**src/design/cpd_params.svh**
```systemverilog
// Constants for the codec port DMA channel configuration block.
// Assumes inclusion by bare name from files that need register offsets or fields.
`ifndef CPD_PARAMS_SVH
`define CPD_PARAMS_SVH

// ************************************************************
// register indices (byte address = index * 4)
// ************************************************************
`define CPD_IDX_CTL        16'hFFE8
`define CPD_IDX_SLOT_HI    16'hFFE9
`define CPD_IDX_SLOT_LO    16'hFFEA
`define CPD_IDX_STATUS     16'hFFEB

// ************************************************************
// bus geometry
// ************************************************************
`define CPD_ADDR_W         18
`define CPD_IDX_LSB        2
`define CPD_DATA_W         32
`define CPD_REG_W          8
`define CPD_READ_ZERO      32'h0000_0000
`define CPD_REG_RST        8'h00

// ************************************************************
// control register fields
// ************************************************************
`define CPD_CTL_EN         7
`define CPD_CTL_DIR        3
`define CPD_CTL_EP_HI      2
`define CPD_CTL_EP_LO      0
`define CPD_CTL_WMASK      8'h8F

// ************************************************************
// slot registers and status fields
// ************************************************************
`define CPD_NUM_SLOTS      14
`define CPD_SLOT_LO_BITS   8
`define CPD_HI_BYTES_PER_SLOT_HI     7
`define CPD_HI_BYTES_PER_SLOT_LO     6
`define CPD_HI_SLOT_HI     5
`define CPD_STAT_BUSY      0
`define CPD_STAT_OVR       1
`define CPD_STAT_SLOT_LO   4
`define CPD_EP_NONE        3'h0

`endif

```
**src/design/cpd_pkg.sv**
```systemverilog
// Types shared by the codec port DMA channel configuration block.
// Assumes cpd_params.svh is available on the include path.
`include "cpd_params.svh"

package cpd_pkg;

  // channel settings as software programmed them
  typedef struct packed {
    logic                       enable;
    logic                       dir_in;
    logic [2:0]                 endpoint_select;
    logic [`CPD_NUM_SLOTS-1:0]  slot_select_bits;
    logic [1:0]                 bytes_per_slot;
  } cpd_cfg_t;

  // one byte move handed to the transfer engine
  typedef struct packed {
    logic       dir_in;
    logic [2:0] endpoint_select;
    logic [3:0] slot;
    logic       last;
  } cpd_beat_t;

  typedef enum logic [0:0] {
    CPD_IDLE,
    CPD_MOVE
  } cpd_state_t;

endpackage

```
**src/design/cpd_slot_engine.sv**
```systemverilog
// Slot engine: turns codec port slot strobes into byte move descriptors.
// Assumes slot_strobe is a one-cycle pulse synchronous to clk.
`timescale 1ns/1ps
`include "cpd_params.svh"

module cpd_slot_engine (
  // clock and reset
  input  wire logic              clk,
  input  wire logic              rst_b,
  // configuration
  input  wire cpd_pkg::cpd_cfg_t cfg,
  // codec port slot timing
  input  wire logic              slot_strobe,
  input  wire logic [3:0]        slot_num,
  // byte move descriptors
  output logic                   beat_valid,
  output cpd_pkg::cpd_beat_t     beat,
  input  wire logic              beat_ready,
  // status
  output logic                   busy,
  output logic                   overrun
);

  cpd_pkg::cpd_state_t        state;
  logic [1:0]                 beats_left;
  logic [`CPD_NUM_SLOTS-1:0]  slot_hit;
  logic                       active;
  logic                       hit;

  // ************************************************************
  // slot decode
  // ************************************************************
  genvar i;
  generate
    for (i = 0; i < `CPD_NUM_SLOTS; i++) begin : g_slot
      assign slot_hit[i] = cfg.slot_select_bits[i] && (slot_num == 4'(i));
    end
  endgenerate

  // endpoint 0 belongs to control transfers and is never served
  assign active = cfg.enable && (cfg.endpoint_select != `CPD_EP_NONE);
  assign hit    = slot_strobe && active && (|slot_hit);

  assign beat_valid = (state == cpd_pkg::CPD_MOVE);
  assign busy       = beat_valid;
  // a selected slot that arrives while the previous one is still moving is lost
  assign overrun    = hit && beat_valid;

  // ************************************************************
  // sequencer
  // ************************************************************
  always_ff @(posedge clk or negedge rst_b) begin
    if (!rst_b) begin
      state      <= cpd_pkg::CPD_IDLE;
      beats_left <= 2'h0;
    end else begin
      unique case (state)
        cpd_pkg::CPD_IDLE: begin
          if (hit) begin
            state      <= cpd_pkg::CPD_MOVE;
            beats_left <= cfg.bytes_per_slot;
          end
        end
        cpd_pkg::CPD_MOVE: begin
          if (!cfg.enable) begin
            state <= cpd_pkg::CPD_IDLE;
          end else if (beat_ready) begin
            if (beats_left == 2'h0) begin
              state <= cpd_pkg::CPD_IDLE;
            end else begin
              beats_left <= beats_left - 2'h1;
            end
          end
        end
      endcase
    end
  end

  // ************************************************************
  // descriptor register
  // ************************************************************
  always_ff @(posedge clk or negedge rst_b) begin
    if (!rst_b) begin
      beat <= '0;
    end else if (state == cpd_pkg::CPD_IDLE && hit) begin
      beat.dir_in          <= cfg.dir_in;
      beat.endpoint_select <= cfg.endpoint_select;
      beat.slot            <= slot_num;
      beat.last            <= (cfg.bytes_per_slot == 2'h0);
    end else if (beat_valid && beat_ready) begin
      beat.last <= (beats_left == 2'h1);
    end
  end

endmodule

```
**src/design/cpd_dma_config.sv**
```systemverilog
// Codec port DMA channel configuration: Avalon-MM register slave plus slot engine.
// Assumes the bus master holds each request until waitrequest is low.
//
// How it works
// - direction bit 1 means in endpoint
// - slot bit 1 means slot served
// - each selected slot moves data, direction-bit steered (here endpoint 0 serves no slot, and one arriving while busy is lost)
// - exactly fourteen slot selection bits
// - low slot register holds slots 7:0
// - high register: slots 13:8, bytes-per-slot 7:6
// - bytes-per-slot code plus one bytes
//
// The Avalon-MM slave port was left to the implementer.
`timescale 1ns/1ps
`include "cpd_params.svh"

module cpd_dma_config (
  // clock and reset
  input  wire logic                    clk,
  input  wire logic                    rst_b,
  // avalon-mm slave
  input  wire logic [`CPD_ADDR_W-1:0]  avs_address,
  input  wire logic                    avs_read,
  input  wire logic                    avs_write,
  input  wire logic [`CPD_DATA_W-1:0]  avs_writedata,
  input  wire logic [3:0]              avs_byteenable,
  output logic [`CPD_DATA_W-1:0]       avs_readdata,
  output logic                         avs_waitrequest,
  // codec port slot timing
  input  wire logic                    slot_strobe,
  input  wire logic [3:0]              slot_num,
  // byte move descriptors to the transfer engine
  output logic                         beat_valid,
  output cpd_pkg::cpd_beat_t           beat,
  input  wire logic                    beat_ready
);

  logic                               ack;
  logic                               req;
  logic                               wr_go;
  logic [15:0]                        idx;
  logic [`CPD_DATA_W-1:0]             next_readdata;
  logic                               sel_ctl;
  logic                               sel_hi;
  logic                               sel_lo;
  logic                               sel_stat;

  logic                               channel_enable_bit;
  logic                               endpoint_direction_bit;
  logic [2:0]                         endpoint_select;
  logic [`CPD_NUM_SLOTS-1:0]          slot_select_bits;
  logic [`CPD_SLOT_LO_BITS-1:0]       slot_lo;
  logic [`CPD_NUM_SLOTS-`CPD_SLOT_LO_BITS-1:0] slot_hi;
  logic [1:0]                         bytes_per_slot;
  logic                               overrun_flag;
  logic [3:0]                         last_slot;

  cpd_pkg::cpd_cfg_t                  cfg;
  logic                               busy;
  logic                               overrun;

  // ************************************************************
  // bus handshake
  // ************************************************************
  // one wait cycle on every access keeps the read mux off the critical path
  assign req             = avs_read || avs_write;
  assign avs_waitrequest = req && !ack;
  assign wr_go           = avs_write && ack && avs_byteenable[0];

  always_ff @(posedge clk or negedge rst_b) begin
    if (!rst_b) begin
      ack <= 1'b0;
    end else begin
      ack <= req && !ack;
    end
  end

  // ************************************************************
  // address decode
  // ************************************************************
  assign idx      = avs_address[`CPD_ADDR_W-1:`CPD_IDX_LSB];
  assign sel_ctl  = (idx == `CPD_IDX_CTL);
  assign sel_hi   = (idx == `CPD_IDX_SLOT_HI);
  assign sel_lo   = (idx == `CPD_IDX_SLOT_LO);
  assign sel_stat = (idx == `CPD_IDX_STATUS);

  // ************************************************************
  // control register
  // ************************************************************
  always_ff @(posedge clk or negedge rst_b) begin
    if (!rst_b) begin
      channel_enable_bit     <= 1'b0;
      endpoint_direction_bit <= 1'b0;
      endpoint_select        <= 3'h0;
    end else if (wr_go && sel_ctl) begin
      // bits 6:4 are not stored; writes to them are dropped
      channel_enable_bit     <= avs_writedata[`CPD_CTL_EN];
      endpoint_direction_bit <= avs_writedata[`CPD_CTL_DIR];
      endpoint_select        <= avs_writedata[`CPD_CTL_EP_HI:`CPD_CTL_EP_LO];
    end
  end

  // ************************************************************
  // slot assignment registers
  // ************************************************************
  // no interlock against enable: the engine sees new slot bits at once
  always_ff @(posedge clk or negedge rst_b) begin
    if (!rst_b) begin
      slot_lo <= `CPD_REG_RST;
    end else if (wr_go && sel_lo) begin
      slot_lo <= avs_writedata[`CPD_SLOT_LO_BITS-1:0];
    end
  end

  always_ff @(posedge clk or negedge rst_b) begin
    if (!rst_b) begin
      slot_hi        <= 6'h00;
      bytes_per_slot <= 2'h0;
    end else if (wr_go && sel_hi) begin
      slot_hi        <= avs_writedata[`CPD_HI_SLOT_HI:0];
      bytes_per_slot <= avs_writedata[`CPD_HI_BYTES_PER_SLOT_HI:`CPD_HI_BYTES_PER_SLOT_LO];
    end
  end

  // one driver per register byte; the fourteen bits are only joined here
  assign slot_select_bits = {slot_hi, slot_lo};

  // ************************************************************
  // status register
  // ************************************************************
  // overrun is write-one-to-clear; a new overrun in the clearing cycle wins
  always_ff @(posedge clk or negedge rst_b) begin
    if (!rst_b) begin
      overrun_flag <= 1'b0;
    end else begin
      overrun_flag <= overrun || (overrun_flag && !(wr_go && sel_stat && avs_writedata[`CPD_STAT_OVR]));
    end
  end

  always_ff @(posedge clk or negedge rst_b) begin
    if (!rst_b) begin
      last_slot <= 4'h0;
    end else if (beat_valid && beat_ready && beat.last) begin
      last_slot <= beat.slot;
    end
  end

  // ************************************************************
  // read path
  // ************************************************************
  always_comb begin
    next_readdata = `CPD_READ_ZERO;
    if (sel_ctl) begin
      next_readdata[`CPD_CTL_EN]                   = channel_enable_bit;
      next_readdata[`CPD_CTL_DIR]                  = endpoint_direction_bit;
      next_readdata[`CPD_CTL_EP_HI:`CPD_CTL_EP_LO] = endpoint_select;
    end else if (sel_hi) begin
      next_readdata[`CPD_HI_BYTES_PER_SLOT_HI:`CPD_HI_BYTES_PER_SLOT_LO] = bytes_per_slot;
      next_readdata[`CPD_HI_SLOT_HI:0]               = slot_select_bits[`CPD_NUM_SLOTS-1:`CPD_SLOT_LO_BITS];
    end else if (sel_lo) begin
      next_readdata[`CPD_SLOT_LO_BITS-1:0] = slot_select_bits[`CPD_SLOT_LO_BITS-1:0];
    end else if (sel_stat) begin
      next_readdata[`CPD_STAT_BUSY]           = busy;
      next_readdata[`CPD_STAT_OVR]            = overrun_flag;
      next_readdata[`CPD_STAT_SLOT_LO+3:`CPD_STAT_SLOT_LO] = last_slot;
    end
  end

  // sampled in the wait cycle so the data stands on the accepting edge
  always_ff @(posedge clk or negedge rst_b) begin
    if (!rst_b) begin
      avs_readdata <= `CPD_READ_ZERO;
    end else if (avs_read && !ack) begin
      avs_readdata <= next_readdata;
    end
  end

  // ************************************************************
  // slot engine
  // ************************************************************
  assign cfg = '{enable:           channel_enable_bit,
                 dir_in:           endpoint_direction_bit,
                 endpoint_select:  endpoint_select,
                 slot_select_bits: slot_select_bits,
                 bytes_per_slot:   bytes_per_slot};

  cpd_slot_engine u_engine (
    .clk         (clk),
    .rst_b       (rst_b),
    .cfg         (cfg),
    .slot_strobe (slot_strobe),
    .slot_num    (slot_num),
    .beat_valid  (beat_valid),
    .beat        (beat),
    .beat_ready  (beat_ready),
    .busy        (busy),
    .overrun     (overrun)
  );

endmodule

```
**config.mk**
```make
export PLATFORM = sky130hd
export DESIGN_NAME = cpd_dma_config
export DESIGN_NICKNAME = d
export VERILOG_FILES = /design/src/design/cpd_pkg.sv /design/src/design/cpd_slot_engine.sv /design/src/design/cpd_dma_config.sv
export VERILOG_INCLUDE_DIRS = /design/src /design/src/design
export SDC_FILE = /design/constraint.sdc
export NUM_CORES = 1
export LEC_CHECK = 0
export BUFFER_PORTS_ARGS = -buffer_cell sky130_fd_sc_hd__buf_4
export CAP_MARGIN = 20
export CORE_UTILIZATION = 40
export CTS_BUF_LIST = sky130_fd_sc_hd__clkbuf_4 sky130_fd_sc_hd__clkbuf_8 sky130_fd_sc_hd__clkbuf_16
export DETAILED_ROUTE_END_ITERATION = 10
export PLACE_DENSITY = 0.79
export SLEW_MARGIN = 20
export SYNTH_ARGS = -nofsm -noshare
export SYNTH_HDL_FRONTEND = slang
export SYNTH_SLANG_ARGS = --single-unit
```
**constraint.sdc**
```tcl
create_clock -name clk -period 2.25 [get_ports clk]
set_input_delay 0.225 -clock clk [delete_from_list [all_inputs] [get_ports clk]]
set_output_delay 0.225 -clock clk [all_outputs]
set_load 0.05 [all_outputs]
```
==> results of run 1 <==
-- logic make-up (layout without fill, tap and decap cells) --
| logic type | count (synthesis) | count (layout) | share of synthesized area |
|---|---|---|---|
| simple gates | 66 | 66 | 0.143 |
| mux | 47 | 47 | 0.212 |
| flops | 47 | 47 | 0.455 |
| buf+inv | 37 | 72 | 0.0924 |
| compound gates | 32 | 32 | 0.0866 |
| fa+ha+maj | 2 | 2 | 0.00967 |
| other cells | 1 | 24 | 0.00145 |
-- worst max path at each step --
stage               slack, ns  cells after the start                 from          endpoint
floorplan                0.21                      5  u_engine.beat_valid  u_engine.beat[1]
global placement         0.35                      6          slot_num[0]  u_engine.beat[8]
detailed placement       0.34                      6          slot_num[0]  u_engine.beat[7]
CTS                      0.37                      6   endpoint_select[2]  u_engine.beat[1]
global route             0.29                      6   endpoint_select[2]  u_engine.beat[2]
finish                   0.35                      6   endpoint_select[2]  u_engine.beat[2]
-- cells in the final DEF, fill, tap and decap left out, drive strengths merged, types with 4 or more instances in the layout --
cell type / instances
a21oi: 4
buf: 58
dfrtp: 47
nand2: 20
nand2b: 4
o31ai: 5
a211oi: 4
mux2: 38
nand3: 7
nor2: 11
conb: 24
and3: 5
inv: 5
o21ai: 10
mux2i: 9
clkbuf: 8
-- metrics by stage --
step | std cells | setup slack [ns] | hold WS, ns
after floorplan | 255 | 0.209 | -0.0706
after global placement | 356 | 0.354 | 0.257
after detailed placement | 356 | 0.344 | 0.269
after CTS | 365 | 0.374 | 0.175
after global routing | 365 | 0.290 | 0.174
final | 365 | 0.351 | 0.179
-- flip-flops by register name, indices dropped and copies added, names as in the netlist --
signal,cells
bytes_per_slot,2
u_engine.beats_left,2
last_slot,4
ack,1
slot_lo,8
slot_hi,6
overrun_flag,1
channel_enable_bit,1
endpoint_direction_bit,1
u_engine.beat,9
u_engine.beat_valid,1
endpoint_select,3
avs_readdata,8
-- area by class of cell --
type                       count  area share
inverter                       5     0.00606
tap                           75      0.0303
clock buffer                   8      0.0335
timing repair buffer          59       0.144
sequential                    47       0.380
multi-input combinational    171       0.406
-- per-layer routing --
| layer | wire, um | up-vias |
|---|---|---|
| li1 | - | 893 |
| met1 | 2360 | 918 |
| met2 | 2700 | 85 |
| met3 | 379 | 6 |
| met4 | 44 | 0 |
| met5 | 0 | - |
-- critical path, delay by kind of cell (launching register included) --
| family | cells | cell delay (ns) |
|---|---|---|
| DFF | 1 | 0.43 |
| AOI/OAI and AO/OA | 2 | 0.54 |
| muxes | 1 | 0.32 |
| buffers and inverters | 1 | 0.17 |
| and+or+nand+nor | 2 | 0.34 |
-- report_power, final --
part | total [mW] | leakage (nW) | switching, mW | internal [mW]
Combinational | 0.214 | 0.871 | 0.157 | 0.0564
Sequential | 0.847 | 0.645 | 0.00162 | 0.846
Clock | 0.555 | 0.0549 | 0.263 | 0.293
==> reports/results.tsv, run 1 <==
metric	value	unit
diodes	0	
fin_crit_sh	0.844	
grt_first_pass_wirelength	8.46	mm
netlist_instances	232	
cellLeakagePower	1.57	nW
cts_tree	done	
h-tree-depth	2	
core_region_area	6060	sq um
worstReg2RegEnd	u_engine.beat[2]	
clock_sinks	47	
routedWlPerCell	15.0	um
gr-usage-met2	0.279	
required	2.43	ns
outcome	complete, no violations	
r2r_cells	6	
clock_path_buffers	2	
finalClockSkew	0.00881	ns
chipHeight	82.4	um
tightest_slew	0.585	ns
syn_area	2590	sq um
synth_top_area_frac	0.455	
hold_buffers	1	
ant_nets	0	
ir_worst_vdd	0.258	mV
cts_buffers	5	
die_w	82.4	um
detail_route.wirelength	5.48	mm
grt_overflow_total	0	
setup.worst_path.class	reg -> reg	
clock_latency	0.29	ns
drc_errors	0	
slowest_stage	o31ai_1	
use_met3	0.0330	
cp_cell_sequence	o31ai_1 -> nor3b_1 -> buf_4 -> o31ai_4 -> nand2_4 -> mux2_4	
drive_gt1_frac	0.372	
cts-resized-gates	0	
grt_busiest_layer	met2	
holdCritStartpoint	avs_writedata[4]	
multi_input_area	1260	sq um
critPathArrivalTime	2.08	ns
fill_cells	541	
p_per_area	522	nW/um^2
tns	0	ns
start_util	0.427	
setup_viol	0	
finalPower	1.62	mW
startpoint_type	flop	
antenna_found_initial	0	
synth_seq_cells	47	
gr-usage-all-layers	0.167	
io_pins	107	
utilization	0.511	
yosys-top-cells-area	dfrtp_1 (45%), mux2_2 (13%), buf_4 (7.0%)	
avgSynthCellArea	11.1	sq um
async_reset_ff_frac	1.00	
rsz0062_at_grt	no	
max_clock_freq	527	MHz
hpwl	4.30	mm
yosysTopAreaCell	dfrtp_1	
postCtsSetupBuffers	0	
slew_viol_final	0	
grt_pass1_vias	1786	
row_count	28	
grt_max_degree	48	
finalCriticalPeriod	1.90	ns
yosys-top-cells-count	dfrtp_1 (47), mux2_2 (29), buf_4 (24)	
r2r_start	endpoint_select[2]	
yosysWarnings	0	
dr_total_vias	1902	
finalHoldViolCount	0	
first_pass_iters	4	
port_buffers	53	
synth.most_common_cell	dfrtp_1	
worstHoldPathType	in -> reg	
crit_path_end_kind	flop	
path_clk_slew	0.08	ns
grtUsageMet1	0.226	
cap_viol_max_count	0	
synth_edf_count	0	
drtIter0Drc	246	
ys.flop_type	dfrtp_1	
vias_per_cell	5.21	
slew_headroom	0.610	
hold_path_depth	2	
finalInstanceArea	3100	sq um
critical-path-max-stage-delay	0.45	ns
die_area	6790	sq um
place_area	2980	sq um
ys_types	45	
globalplace.congestion	0.875	
nets	355	
root_buffer	clkbuf_8	
seqCellArea	1180	sq um
synth_seq_area_share	0.455	
reg2reg_slack	0.35	ns
area_delta_synth_final	19.7	%
min_to	slot_hi[4]	
cp_max_fo	9	
No activity file was read; power rests on OpenSTA's default activity.
==> inputs of run 2 (changes only) <==
- PLACE_DENSITY: 0.79 -> 0.82
- clock period: 2.25 -> 1.55 ns (I/O delays scaled with it)
==> run 2 against run 1 <==
- the run now ends with negative setup slack left
- flip-flop and latch count is the same
- combinational power grew 56%
- fmax up 9.6%
- worst hold slack got worse by 0.086 ns
- die area stayed put
- non-clock buffer count increased by 33
- first-iteration DRC count shrank 54%
- sequential power is 45% higher
- clock-buffer cell count down 2
==> reports/results.tsv, run 2 (synthesis gave the netlist of run 1 again) <==
metric	value	unit	change
outcome	complete, but fails checks		was complete, no violations
violations	negative setup slack		
area_delta_synth_final	32.0	%	was 19.7%
row_count	28		unchanged
crit_path_end_kind	flop		unchanged
routedWlPerCell	15.6	um	was 15.0 um
cp_max_fo	9		unchanged
top_regs	u_engine.beat (9), avs_readdata (8), slot_lo (8)		unchanged
cp_cell_sequence	mux2_4 -> and3_4 -> o31ai_4 -> nand2_4 -> mux2_4		was o31ai_1 -> nor3b_1 -> buf_4 -> o31ai_4 -> nand2_4 -> mux2_4
drive_gt1_frac	0.474		was 0.372
port_buffers	53		unchanged
start_util	0.427		unchanged
diodes	0		unchanged
grt_pass1_vias	1970		was 1786
r2r_cells	5		was 6
fin_crit_sh	1.12		was 0.844
startpoint_type	flop		unchanged
vias_per_cell	5.08		was 5.21
p_int	1.85	mW	was 1.19 mW
setup.worst_path.class	reg -> reg		unchanged
gr-usage-all-layers	0.195		was 0.167
setup_ws	-0.183	ns	was 0.351 ns
crit_start	slot_hi[2]		was endpoint_select[2]
final_common_cell	buf_4		unchanged
cellLeakagePower	1.75	nW	was 1.57 nW
slew_headroom	0.601		was 0.610
slew_viol_final	0		unchanged
finalInstanceArea	3410	sq um	was 3100 sq um
cap_viol_max_count	0		unchanged
max_clock_freq	577	MHz	was 527 MHz
dr_total_vias	2022		was 1902
root_buffer	clkbuf_8		unchanged
slowest_stage	dfrtp_1		was o31ai_1
chipHeight	82.4	um	unchanged
worstHoldPathType	in -> reg		unchanged
p_sw_frac	0.260		was 0.261
setup_viol	11		was 0
r2r_start	slot_hi[2]		was endpoint_select[2]
mostFrequentLayoutCells	buf_4 (91), dfrtp_1 (46), mux2_2 (29)		was buf_4 (58), dfrtp_1 (47), mux2_2 (29)
cts_buffers	5		unchanged
core_region_area	6060	sq um	unchanged
clockPowerShare	0.373		was 0.344
grt_max_degree	48		unchanged
largest_reg_flops	9		unchanged
place_area	3240	sq um	was 2980 sq um
critPathArrivalTime	1.92	ns	was 2.08 ns
power_switching	647	uW	was 422 uW
drtIter0Drc	113		was 246
finalClockSkew	0.00474	ns	was 0.00881 ns
critical-path-max-stage-delay	0.39	ns	was 0.45 ns
first_pass_iters	4		unchanged
finalCriticalPeriod	1.73	ns	was 1.90 ns
top_register	u_engine.beat		unchanged
h-tree-depth	2		unchanged
clock_path_buffers	2		unchanged
crit_top_cell	mux2_4		
hpwl	4.71	mm	was 4.30 mm
ant_nets	0		unchanged
utilization	0.563		was 0.511
drc_errors	0		unchanged
antenna_found_initial	0		unchanged
critPathCapture	u_engine.beat[6]		was u_engine.beat[2]
path_clk_slew	0.09	ns	was 0.08 ns
reg2reg_slack	-0.18	ns	was 0.35 ns
detail_route.wirelength	6.23	mm	was 5.48 mm
die_w	82.4	um	unchanged
hold_path_depth	2		unchanged
nets	388		was 355
grt_overflow_total	0		unchanged
clock_sinks	47		unchanged
globalplace.congestion	0.842		was 0.875
required	1.74	ns	was 2.43 ns
finalHoldViolCount	0		unchanged
io_pins	107		unchanged
p_per_area	731	nW/um^2	was 522 nW/um^2
worstReg2RegEnd	u_engine.beat[6]		was u_engine.beat[2]
tightest_slew	0.599	ns	was 0.585 ns
rsz0062_at_grt	yes		was no
die_area	6790	sq um	unchanged
power_frac_comb	0.134		was 0.132
seqPwrFrac	0.493		was 0.524
grt_first_pass_wirelength	9.71	mm	was 8.46 mm
cts_tree	done		unchanged
ir_worst_vdd	0.425	mV	was 0.258 mV
clock_latency	0.30	ns	was 0.29 ns
run 2: final cells by class:
| class | instances | area (sq um) |
|---|---|---|
| clock buffers | 6 | 82.6 |
| clock inverters | 2 | 35.0 |
| fillers | 516 | 2650 |
| inverters | 5 | 18.8 |
| multi-input cells | 171 | 1310 |
| flip-flops and latches | 47 | 1180 |
| well taps | 75 | 93.8 |
| repair buffers | 92 | 693 |
run 2: power by group through the flow:
stage          sequential (mW)  clock (mW)  combinational (mW)
3_5_place_dp              1.25           0               0.328
2_1_floorplan             1.25           0               0.244
6_report                  1.23       0.930               0.334
5_1_grt                   1.23       0.979               0.359
4_1_cts                   1.23       0.935               0.332
3_3_place_gp              1.25           0               0.324
run 2: worst min-delay path by stage:
stage	startpoint	endpoint	slack, ns
after global routing	avs_writedata[4]	slot_hi[4]	0.09
after global placement	rst_b	ack	0.19
after detailed placement	rst_b	avs_readdata[3]	0.20
final	avs_writedata[4]	slot_hi[4]	0.09
after floorplan	rst_b	ack	-0.14
after CTS	avs_writedata[4]	slot_hi[4]	0.09
run 2: repair_timing:
item                                    CTS  global route
buffers inserted                          1             1
hold buffers                              1             0
cloned                                    0             0
endpoints found under the hold margin    47             0
pin swaps                                 1             2
endpoints found under the setup margin   11            13
resized for setup                         2             4
run 2: worst max-delay path: cells and delay by family, from the launching register on:
family          cells  cell delay, ns
compound gates      1            0.30
flops               1            0.39
mux                 2            0.60
simple gates        2            0.33
run 2: routing by layer:
metal / track usage / up-vias / wire, um
met3: 0.0374 / 7 / 308
met2: 0.324 / 64 / 3150
li1: - / 956 / -
met5: 0 / - / 0
met4: 0.0667 / 0 / 72
met1: 0.253 / 995 / 2700
run 2: per-stage QoR:
stage / power [mW] / setup slack [ns] / hold slack [ns] / std cells / TNS [ns]
5_1_grt: 2.57 / -0.243 / 0.0908 / 398 / -2.34
6_report: 2.49 / -0.183 / 0.0932 / 398 / -1.72
2_1_floorplan: 1.50 / -0.160 / -0.141 / 255 / -1.70
4_1_cts: 2.50 / -0.187 / 0.0865 / 397 / -1.74
3_3_place_gp: 1.58 / -0.183 / 0.195 / 387 / -2.96
3_5_place_dp: 1.58 / -0.229 / 0.199 / 387 / -3.44
